[src/design/anl_pkg.sv]
// constants for the nexus-loss and acknowledgement time-out block
package anl_pkg;
	// ----------------------------------------
	// clock and timing
	// ----------------------------------------
	localparam int CLK_PERIOD_NS = 10;
	localparam int CLK_HZ = 100000000;
	// tcp start-up time-out, milliseconds
	localparam int TCP_ACK_TIMEOUT_MS = 2500;
	localparam longint TCP_ACK_TIMEOUT_CYC_L = longint'(TCP_ACK_TIMEOUT_MS) * longint'(CLK_HZ / 1000);
	localparam logic [31:0] TCP_ACK_TIMEOUT_CYC = TCP_ACK_TIMEOUT_CYC_L[31:0];
	// sense debounce, microseconds
	localparam int SENSE_DEBOUNCE_US = 10;
	localparam int SENSE_DEBOUNCE_CYC = SENSE_DEBOUNCE_US * 1000 / CLK_PERIOD_NS;
	localparam int DEB_W = 12;
	// serial time-out: cycles per bit time, times this many bit times
	localparam logic [31:0] SERIAL_ACK_BITS = 32'h0000_0C80;
	localparam logic [31:0] SERIAL_BAUD_RESET = 32'h0000_2580;
	localparam logic [31:0] SERIAL_ACK_TIMEOUT_RESET = 32'h0186_A000;
	// ----------------------------------------
	// port state machine
	// ----------------------------------------
	typedef enum logic [2:0] {
		ANL_INITIAL_STATE = 3'b001,
		ANL_LOGIN_STATE = 3'b010,
		ANL_LOGGED_IN_STATE = 3'b100
	} anl_port_state_e;
	// interconnect kinds
	localparam logic IC_SERIAL = 1'b0;
	localparam logic IC_TCP = 1'b1;
endpackage

[src/design/anl_nexus_loss.sv]
// nexus-loss event and acknowledgement time-out control for one port
// Summary of operation
// - sent login with option bit: event
// - received login with option bit: event
// - ack to our device reset: event
// - peer presence drops: event
// - reset service indication: event
// - closed during login or logged in: event
// - serial recomputes time-out on parameter change
// - new time-out used for later frames
// - tcp starts with 2.5 second time-out
// - tcp time-out replaced by time-out unit
// - automation side drives automation presence
// - drive side may drive drive presence
// - drive treats remote reset as reset
// - close returns state machine to initial
module anl_nexus_loss (
	// clock and reset
	input wire logic clk,
	input wire logic reset,
	// configuration
	input wire logic drive_side,
	input wire logic interconnect_tcp,
	input wire logic drive_presence_enable,
	// transport events, one-cycle pulses
	input wire logic login_tx,
	input wire logic login_rx,
	input wire logic login_option_bit,
	input wire logic device_reset_tx,
	input wire logic ack_rx,
	input wire logic reset_indication,
	input wire logic closed_indication,
	input wire logic login_start,
	input wire logic login_done,
	// operating parameters
	input wire logic params_changed,
	input wire logic [31:0] baud_rate,
	input wire logic timeout_iu_valid,
	input wire logic [31:0] timeout_iu_cycles,
	// frame transmit
	input wire logic frame_tx,
	// pins
	input wire logic automation_presence_in,
	input wire logic drive_presence_in,
	input wire logic remote_reset_in,
	output logic automation_presence_out,
	output logic drive_presence_out,
	// status
	output logic nexus_loss,
	output logic [2:0] port_state,
	output logic [31:0] ack_timeout_cycles,
	output logic [31:0] frame_timeout_cycles,
	output logic reset_seen
);
	// ----------------------------------------
	// declarations
	// ----------------------------------------
	// port state machine and events
	anl_pkg::anl_port_state_e state;
	anl_pkg::anl_port_state_e next_state;
	logic reset_pending;
	logic next_reset_pending;
	logic next_nexus_loss;
	logic next_reset_seen;
	// pin synchronisers
	logic sense_raw;
	logic sense_stable;
	logic sense_prev;
	logic rr_sync_1;
	logic rr_sync_2;
	logic rr_prev;
	logic rr_rise;
	// presence line outputs
	logic next_automation_presence;
	logic next_drive_presence;
	// time-out periods
	logic [31:0] serial_timeout;
	logic [31:0] tcp_timeout;
	logic [31:0] next_tcp_timeout;
	logic [31:0] active_timeout;
	logic [31:0] next_frame_timeout;
	logic tcp_prev;
	logic tcp_switch;

	// ----------------------------------------
	// presence sense
	// ----------------------------------------
	// pick the peer presence line
	// the other line is this port's own and is never watched
	assign sense_raw = drive_side ? automation_presence_in : drive_presence_in;

	anl_sense_filter u_sense (
		.clk(clk),
		.reset(reset),
		.sense_raw(sense_raw),
		.sense_stable(sense_stable)
	);

	// ----------------------------------------
	// time-out period
	// ----------------------------------------
	// tcp period lives below, so the timer keeps only the serial value
	anl_ack_timer u_timer (
		.clk(clk),
		.reset(reset),
		.interconnect_tcp(interconnect_tcp),
		.params_changed(params_changed),
		.baud_rate(baud_rate),
		.timeout_iu_valid(1'b0),
		.timeout_iu_cycles(32'h0),
		.ack_timeout_cycles(serial_timeout),
		.updated()
	);

	// tcp switch re-arms the fixed start value
	assign tcp_switch = interconnect_tcp & ~tcp_prev;
	assign rr_rise = rr_sync_2 & ~rr_prev;

	always_comb begin
		next_tcp_timeout = tcp_timeout;
		if (tcp_switch) begin
			next_tcp_timeout = anl_pkg::TCP_ACK_TIMEOUT_CYC;
		end else if (interconnect_tcp && timeout_iu_valid) begin
			next_tcp_timeout = timeout_iu_cycles;
		end
		active_timeout = interconnect_tcp ? next_tcp_timeout : serial_timeout;
		// frame takes the next value, so a tcp frame sent with a unit change uses it; a serial change reaches frames one cycle later
		next_frame_timeout = frame_timeout_cycles;
		if (frame_tx) begin
			next_frame_timeout = active_timeout;
		end
	end

	// ----------------------------------------
	// port state machine and event merge
	// ----------------------------------------
	always_comb begin
		next_state = state;
		next_reset_pending = reset_pending;
		if (closed_indication) begin
			next_state = anl_pkg::ANL_INITIAL_STATE;
		end else begin
			case (state)
				anl_pkg::ANL_INITIAL_STATE: begin
					if (login_start) begin
						next_state = anl_pkg::ANL_LOGIN_STATE;
					end
				end
				anl_pkg::ANL_LOGIN_STATE: begin
					if (login_done) begin
						next_state = anl_pkg::ANL_LOGGED_IN_STATE;
					end
				end
				anl_pkg::ANL_LOGGED_IN_STATE: begin
					next_state = anl_pkg::ANL_LOGGED_IN_STATE;
				end
				default: begin
					next_state = anl_pkg::ANL_INITIAL_STATE;
				end
			endcase
		end
		// ack consumes the pending reset; a new reset in the same cycle re-arms
		if (ack_rx) begin
			next_reset_pending = 1'b0;
		end
		if (device_reset_tx) begin
			next_reset_pending = 1'b1;
		end
	end

	// ----------------------------------------
	// nexus-loss cause merge
	// ----------------------------------------
	// one flop behind all causes, so coincident causes cannot double-pulse
	always_comb begin
		// all causes merge to one pulse
		next_nexus_loss = 1'b0;
		if (login_tx && login_option_bit) begin
			next_nexus_loss = 1'b1;
		end
		if (login_rx && login_option_bit) begin
			next_nexus_loss = 1'b1;
		end
		if (ack_rx && reset_pending) begin
			next_nexus_loss = 1'b1;
		end
		if (sense_prev && !sense_stable) begin
			next_nexus_loss = 1'b1;
		end
		if (reset_indication || (drive_side && rr_rise)) begin
			next_nexus_loss = 1'b1;
		end
		if (closed_indication && (state == anl_pkg::ANL_LOGIN_STATE || state == anl_pkg::ANL_LOGGED_IN_STATE)) begin
			next_nexus_loss = 1'b1;
		end
		next_reset_seen = reset_indication | (drive_side & rr_rise);
	end

	// ----------------------------------------
	// presence line next values
	// ----------------------------------------
	always_comb begin
		next_automation_presence = ~drive_side;
		next_drive_presence = drive_side & drive_presence_enable;
	end

	// ----------------------------------------
	// port state registers
	// ----------------------------------------
	always_ff @(posedge clk or posedge reset) begin
		if (reset) begin
			state <= anl_pkg::ANL_INITIAL_STATE;
			reset_pending <= 1'b0;
			port_state <= anl_pkg::ANL_INITIAL_STATE;
		end else begin
			state <= next_state;
			reset_pending <= next_reset_pending;
			// a copy of the state, so the port comes straight from a flop
			port_state <= next_state;
		end
	end

	// ----------------------------------------
	// pin synchronisers and edge history
	// ----------------------------------------
	// only rr_sync_2 reads rr_sync_1, so a metastable first stage never fans out
	always_ff @(posedge clk or posedge reset) begin
		if (reset) begin
			sense_prev <= 1'b0;
			rr_sync_1 <= 1'b0;
			rr_sync_2 <= 1'b0;
			rr_prev <= 1'b0;
		end else begin
			sense_prev <= sense_stable;
			rr_sync_1 <= remote_reset_in;
			rr_sync_2 <= rr_sync_1;
			rr_prev <= rr_sync_2;
		end
	end

	// ----------------------------------------
	// event registers
	// ----------------------------------------
	// one-cycle pulses: the merge defaults them low every cycle
	always_ff @(posedge clk or posedge reset) begin
		if (reset) begin
			nexus_loss <= 1'b0;
			reset_seen <= 1'b0;
		end else begin
			nexus_loss <= next_nexus_loss;
			reset_seen <= next_reset_seen;
		end
	end

	// ----------------------------------------
	// time-out registers
	// ----------------------------------------
	// tcp value kept apart, so a return to serial finds its own period
	always_ff @(posedge clk or posedge reset) begin
		if (reset) begin
			tcp_timeout <= anl_pkg::TCP_ACK_TIMEOUT_CYC;
			tcp_prev <= 1'b0;
			ack_timeout_cycles <= anl_pkg::SERIAL_ACK_TIMEOUT_RESET;
			frame_timeout_cycles <= anl_pkg::SERIAL_ACK_TIMEOUT_RESET;
		end else begin
			tcp_timeout <= next_tcp_timeout;
			tcp_prev <= interconnect_tcp;
			ack_timeout_cycles <= active_timeout;
			frame_timeout_cycles <= next_frame_timeout;
		end
	end

	// ----------------------------------------
	// presence line registers
	// ----------------------------------------
	// registered so the lines never glitch while drive_side settles
	always_ff @(posedge clk or posedge reset) begin
		if (reset) begin
			automation_presence_out <= 1'b0;
			drive_presence_out <= 1'b0;
		end else begin
			automation_presence_out <= next_automation_presence;
			drive_presence_out <= next_drive_presence;
		end
	end
endmodule // anl_nexus_loss

[src/design/anl_sense_filter.sv]
// synchroniser and debounce for a presence sense line
module anl_sense_filter (
	// clock and reset
	input wire logic clk,
	input wire logic reset,
	// raw line and filtered level
	input wire logic sense_raw,
	output logic sense_stable
);
	logic sync_1;
	logic sync_2;
	logic [anl_pkg::DEB_W-1:0] count;
	logic [anl_pkg::DEB_W-1:0] next_count;
	logic next_stable;

	// ----------------------------------------
	// filter
	// ----------------------------------------
	always_comb begin
		next_count = count;
		next_stable = sense_stable;
		if (sync_2 == sense_stable) begin
			next_count = '0;
		end else if (count == anl_pkg::DEB_W'(anl_pkg::SENSE_DEBOUNCE_CYC - 1)) begin
			next_count = '0;
			next_stable = sync_2;
		end else begin
			next_count = count + 1'b1;
		end
	end

	// starts as absent, so a line present at reset never makes a false drop
	always_ff @(posedge clk or posedge reset) begin
		if (reset) begin
			sync_1 <= 1'b0;
			sync_2 <= 1'b0;
			count <= '0;
			sense_stable <= 1'b0;
		end else begin
			sync_1 <= sense_raw;
			sync_2 <= sync_1;
			count <= next_count;
			sense_stable <= next_stable;
		end
	end
endmodule // anl_sense_filter

[src/design/anl_ack_timer.sv]
// holds the active acknowledgement time-out period
module anl_ack_timer (
	// clock and reset
	input wire logic clk,
	input wire logic reset,
	// configuration
	input wire logic interconnect_tcp,
	input wire logic params_changed,
	input wire logic [31:0] baud_rate,
	input wire logic timeout_iu_valid,
	input wire logic [31:0] timeout_iu_cycles,
	// result
	output logic [31:0] ack_timeout_cycles,
	output logic updated
);
	logic [31:0] next_timeout;
	logic next_updated;
	logic [31:0] bit_cycles;
	logic [63:0] product;

	always_comb begin
		bit_cycles = (baud_rate == 32'h0) ? 32'h0 : 32'(anl_pkg::CLK_HZ) / baud_rate;
		product = 64'(bit_cycles) * 64'(anl_pkg::SERIAL_ACK_BITS);
		next_timeout = ack_timeout_cycles;
		next_updated = 1'b0;
		if (interconnect_tcp) begin
			if (timeout_iu_valid) begin
				next_timeout = timeout_iu_cycles;
				next_updated = 1'b1;
			end
		end else if (params_changed) begin
			next_timeout = (product[63:32] != 32'h0) ? 32'hFFFF_FFFF : product[31:0];
			next_updated = 1'b1;
		end
	end

	always_ff @(posedge clk or posedge reset) begin
		if (reset) begin
			ack_timeout_cycles <= anl_pkg::SERIAL_ACK_TIMEOUT_RESET;
			updated <= 1'b0;
		end else begin
			ack_timeout_cycles <= next_timeout;
			updated <= next_updated;
		end
	end
endmodule // anl_ack_timer

[config.mk]
export PLATFORM = sky130hd
export DESIGN_NAME = anl_nexus_loss
export DESIGN_NICKNAME = d
export VERILOG_FILES = /design/src/design/anl_pkg.sv /design/src/design/anl_nexus_loss.sv /design/src/design/anl_sense_filter.sv /design/src/design/anl_ack_timer.sv
export SDC_FILE = /design/constraint.sdc
export NUM_CORES = 2
export LEC_CHECK = 0
export ABC_AREA = 1
export BUFFER_PORTS_ARGS = -buffer_cell sky130_fd_sc_hd__buf_4
export CORE_MARGIN = 2
export CORE_UTILIZATION = 35
export CTS_CLUSTER_SIZE = 30
export DETAILED_ROUTE_END_ITERATION = 10
export PLACE_DENSITY_LB_ADDON = 0.15
export SKIP_CTS_REPAIR_TIMING = 1
export SLEW_MARGIN = 15
export SYNTH_ARGS = -nofsm -noshare
export SYNTH_HDL_FRONTEND = slang
export SYNTH_SLANG_ARGS = --single-unit
export TNS_END_PERCENT = 10
[constraint.sdc]
create_clock -name clk -period 10.2 [get_ports clk]
set_input_delay 0 -clock clk [delete_from_list [all_inputs] [get_ports clk]]
set_output_delay 0 -clock clk [all_outputs]
set_load 0.01 [all_outputs]
Word-level counts from Yosys, hierarchy flattened. Index checks and enable logic that the tools add are counted. Widths: inputs -> output; s select.

Reductions and logical operators: 16. Mux-type cells: 20. Equal/unequal tests: 7. Multipliers: 1. Div/mod/pow operators: 1. Bitwise operators: 10. $add $sub $neg: 1.

Operators with widths (number): $mux 32 (5); $mul 32x5->37 const B (1); $div 27x32->32 const A (1); $logic_not 32->1 (1); $mux 12 (2); $add 12x1->12 const B (1); $eq 12x10->1 const B (1); $reduce_bool 12->1 (1); $mux 1 (9); $mux 3 (3); $pmux 3 s3 (1); $logic_and 1x1->1 (7); $ne 3x3->1 const B (2); $reduce_and 2->1 (3); $not 1->1 (5); $and 1x1->1 (4); $eq 3x1->1 const B (1); $eq 3x2->1 const B (1); $eq 3x3->1 const B (1); $logic_or 1x1->1 (2); $reduce_bool 2->1 (1); $eq 1x1->1 (1); $logic_not 1->1 (1); $or 1x1->1 (1).

Flip-flop bits (word level): 156. Logic and storage cells: 75. Bits of input ports: 84. Output and inout port bits: 71.

Longest topological paths before layout.
Word-level depth: 7. Gate-level depth with buffers: 521.

Cells and area by module. From an unflattened synthesis, not the netlist that was laid out.

Cells, all modules: 6172. Area, all modules: 39255.1 um^2.

By module, submodules not included: anl_ack_timer (cells each 5542, instances 1, area each 33592.2 um^2, seq. area each 833.3 um^2); anl_nexus_loss (cells each 533, instances 1, area each 4832.1 um^2, seq. area each 2760.1 um^2); anl_sense_filter (cells each 97, instances 1, area each 830.8 um^2, seq. area each 375.4 um^2).

Worst setup path after synthesis. Ideal clock, no wire load.

Kind: input port to flip-flop. Start point: input port baud_rate[6]. End point: register u_timer.ack_timeout_cycles[31]. Setup slack: -52169 ps. Cell stages on the path: 480. Arrival time: 62242 ps. Library setup time: 127 ps. Path buffers: 37. Path through: inv_2 > nand2_2 > nor3_4 > nand2_1 > nor2_2 > nand3_1 > inv_1 > ha_1 > o21ai_1 > a21oi_2 > nand2_2 > o21ai_0 > ha_1 > o21ai_1 > nand2_1 > nand2_1 > nand2_1 > nand2_4 > [... 444 more ...] > o21ai_2 > nand3_1 > nand2_1 > nand3_1 > nand2_1 > nand4_1 > o211ai_1 > a21oi_1 > nand3b_1 > o21ai_1 > nor2_1 > nor3_1 > nand4_1 > nor3_1 > o2111ai_1 > nand2_2 > buf_6 > nand3_1.

Longest elaborated chain between the ends: 5. Elaborated cells between the ends (all ways): 6. Classes of those cells: mul: 1; div: 1; mux: 2; reduce/logical: 2.

Ends and longest elaborated chain: start: declaration (line anl_nexus_loss.sv:37) `input wire logic [31:0] baud_rate,`; $div 27x32->32 / $logic_not 32->1 (equally long branches) (line anl_ack_timer.sv:22) `bit_cycles = (baud_rate == 32'h0) ? 32'h0 : 32'(anl_pkg::CLK_HZ) / baud_rate;`; $mux 32 (*) (line anl_ack_timer.sv:22); $mul 32x5->37 (*) (line anl_ack_timer.sv:23) `product = 64'(bit_cycles) * 64'(anl_pkg::SERIAL_ACK_BITS);`; $reduce_bool 12->1 (line anl_ack_timer.sv:32) `next_timeout = (product[63:32] != 32'h0) ? 32'hFFFF_FFFF : product[31:0];`; $mux 32 (*) (line anl_ack_timer.sv:32); end signal: assignment (line anl_ack_timer.sv:39) `ack_timeout_cycles <= anl_pkg::SERIAL_ACK_TIMEOUT_RESET;`; end signal: assignment (line anl_ack_timer.sv:42) `ack_timeout_cycles <= next_timeout;`; end: declaration (line anl_ack_timer.sv:13) `output logic [31:0] ack_timeout_cycles,`.

Mark *: on every way between the ends. The rest lies on a longest branch, timed or not. A chain may end at the register's enable or synchronous reset.

Worst setup path in the final report.
Start point: input port baud_rate[15]. End point: register u_timer.ack_timeout_cycles[11].

The elaborated chain is that of the path after synthesis.

==> out/metrics.cfg <==
[status]
status=finished with violations
violations=negative setup slack

[worst_setup_path]
crit_type=in2reg
crit_path_max_incr_delay_ns=0.42
crit_start=baud_rate[15]
endpoint=u_timer.ack_timeout_cycles[11]
worstSetupStartpointType=primary input
r2r_setup_slack_ns=8.08
required_ns=10.50
slowest_stage=fa_1
cp_max_fo=8
arrival_ns=60.19
reg2reg_depth=6
crit_top_cell=nand2_2
reg2reg_from=u_sense.count[0]
timing.rr.end=u_sense.count[10]
critPathCaptureType=flip-flop

[timing]
report.final.slew_viol_count=0
maxSlewHeadroom_pct=24.44
fmax_mhz=16.70
rsz0062_at_grt=true
finalSetupViolations=26
skew_ns=0.01113
fin_ws_ns=-49.69
post-route-period-util_pct=587.2
fin_tns_setup_ns=-1290.89
worstMarginPinSlew_ns=1.125
hold_viol=0
period_minus_slack_ns=59.89
timing.hold.ws_ns=0.1018

[clocking]
cts_root_buf=clkbuf_16
cts_tree=yes
numCtsBuffers=17
clk_latency_ns=0.43
cts_sinks=150
clock_path_buffers=2
clkTransAtPathRegs_ns=0.06
h-tree-depth=4

[synthesis]
ys_ff_latch=150
ys_top_cells_by_count=1,583 x nand2_1, 817 x inv_1, 595 x a21oi_1, 595 x ha_1, 462 x nor2_1
async_flop_share_pct=100.0
synth_top_area_cell=ha_1
synth_area_leaders=ha_1 19%, nand2_1 15%, inv_1 7.8%, a21oi_1 7.6%, dfrtp_1 7.5%
synth_area_um2=39390
ys.warnings.count=0
syn_inst=6245
synth_top_area_share_pct=18.90
ys_types=92
synth_flop_cell=dfrtp_1
synthesis.nets=6950
postSynthAreaPerCell_um2=6.307
synth-edff-count=0
yosysMostFrequentCell=nand2_1
ys_seq_area_share_pct=9.632

[placed_design]
gp_congestion=0.9269
dpl_cell_area_um2=59790
hpwl_um=122500
io_buffer_count=154
dpl.cell_count=9972
dp_slack_ns=-52.86

[route]
drt-vias-per-instance=4.846
vias=49700
antenna_left=0
drt-initial-drc-count=2394
post_drt_wl_per_cell_um=15.08
first_pass_iters=5
drc=0
wl_um=154700

[power]
p_int_mw=1.861
power_density_nw_per_um2=43.60
finalPower_mw=2.938
power.leakage_nw=35.52
seqPwrFrac_pct=22.9
p_switching_mw=1.077
max-vdd-ir-drop_v=0.0001017
power_frac_comb_pct=54.0
p_clk_share_pct=23.1
p_sw_share_pct=36.65

[floorplanning]
die_h_um=339.5
core_um2=112000
initial_core_util_pct=35.15
die_area_um2=115200
num_rows=123
die-width_um=339.5
num_io_pins=155

[layout]
instances_no_fill=10256
drive_above_1_share_pct=45.10
syn_to_final_growth_pct=71.08
nets=9445
fillers=10406
stdcell_area_um2=67380
utilization_pct=60.14

[global_routing]
antenna_found_initial=5
grt_pass1_wl_um=233000
track_usage_pct=24.37
overflow=0
grt_max_degree=84
grt_pass1_vias=46236

[hold_path]
holdPathStages=3
min_path_type=in2reg

[flow_run]
drv_cap=0

[per-layer routing]
metal  routed length, um  track usage, %  share of wire, %
met5                  16               0             0.010
met4                2993           3.724               1.9
met3                4640           1.215               3.0
met2               73030           42.26                47
met1               74000           33.85                48
[critical path, delay by kind of cell]
family | cells | cell delay [ns]
compound gates | 162 | 21.52
xor+xnor | 3 | 0.38
fa+ha+maj | 34 | 9.37
buf+inv | 61 | 6.63
simple gates | 220 | 21.93
[power by group through the flow]
stage	Sequential [mW]	Clock (mW)	Combinational [mW]
after floorplan	0.694	0	0.725
after global placement	0.683	0	1.39
after detailed placement	0.684	0	1.40
after CTS	0.674	0.692	1.41
after global routing	0.679	0.716	1.73
final	0.674	0.679	1.59
[registers in the layout (all words and copies together), names as in the netlist, 3 cells and up]
register	cells
tcp_timeout	32
frame_timeout_cycles	32
state	3
ack_timeout_cycles	32
u_sense.count	12
u_timer.ack_timeout_cycles	26
[cell type report]
class	count	area (um^2)	share of cell area, %
Timing Repair inverter	4	30.03	0.04457
Sequential cell	150	3794	5.630
Antenna cell	3	7.507	0.01114
Tap cell	1500	1877	2.785
Timing Repair Buffer	2587	20210	29.99
Clock buffer	19	452.9	0.6722
Multi-Input combinational cell	5119	37390	55.50
Clock inverter	13	193.9	0.2878
Inverter	861	3423	5.080
[cell usage in the layout (no fill, tap or decap), types with 18 or more instances in the layout]
master / count
nor2_2: 66
o21ai_1: 105
or2_2: 57
inv_2: 77
dfrtp_1: 118
dlygate4sd3_1: 46
nor3_1: 41
ha_4: 182
nand3_2: 96
nand3_4: 19
nand4_1: 41
nand2_4: 56
ha_1: 407
nand2_2: 259
nor2_1: 383
o21ai_2: 108
o21ai_0: 145
nor2_4: 42
xnor2_1: 156
a31oi_1: 36
nand2_1: 1351
a21o_1: 27
clkbuf_16: 27
buf_12: 21
o21bai_1: 36
inv_1: 743
o211ai_1: 35
fa_1: 26
a21oi_2: 168
xor2_1: 259
o21ai_4: 26
buf_6: 51
dfstp_2: 32
o21a_1: 18
a21oi_1: 438
nand3_1: 247
buf_4: 2452
[how the worst min path moves through the flow]
stage	startpoint	slack, ns	to
4_1_cts	remote_reset_in	-0.34	rr_sync_1
3_3_place_gp	remote_reset_in	0.11	rr_sync_1
5_1_grt	frame_tx	0.13	frame_timeout_cycles[18]
6_report	frame_tx	0.10	frame_timeout_cycles[24]
3_5_place_dp	remote_reset_in	0.11	rr_sync_1
2_1_floorplan	remote_reset_in	0.03	rr_sync_1
[cell families after synthesis]
family	share of synthesized area (%)
DFF	9.632
other	0.009521
adders and majority gates	20.22
xor gates and xnor gates	9.340
buffers and inverters	10.19
AOI/OAI and AO/OA	19.21
muxes	0.4956
and+or+nand+nor	30.90
(Power assumes the default switching activity.)
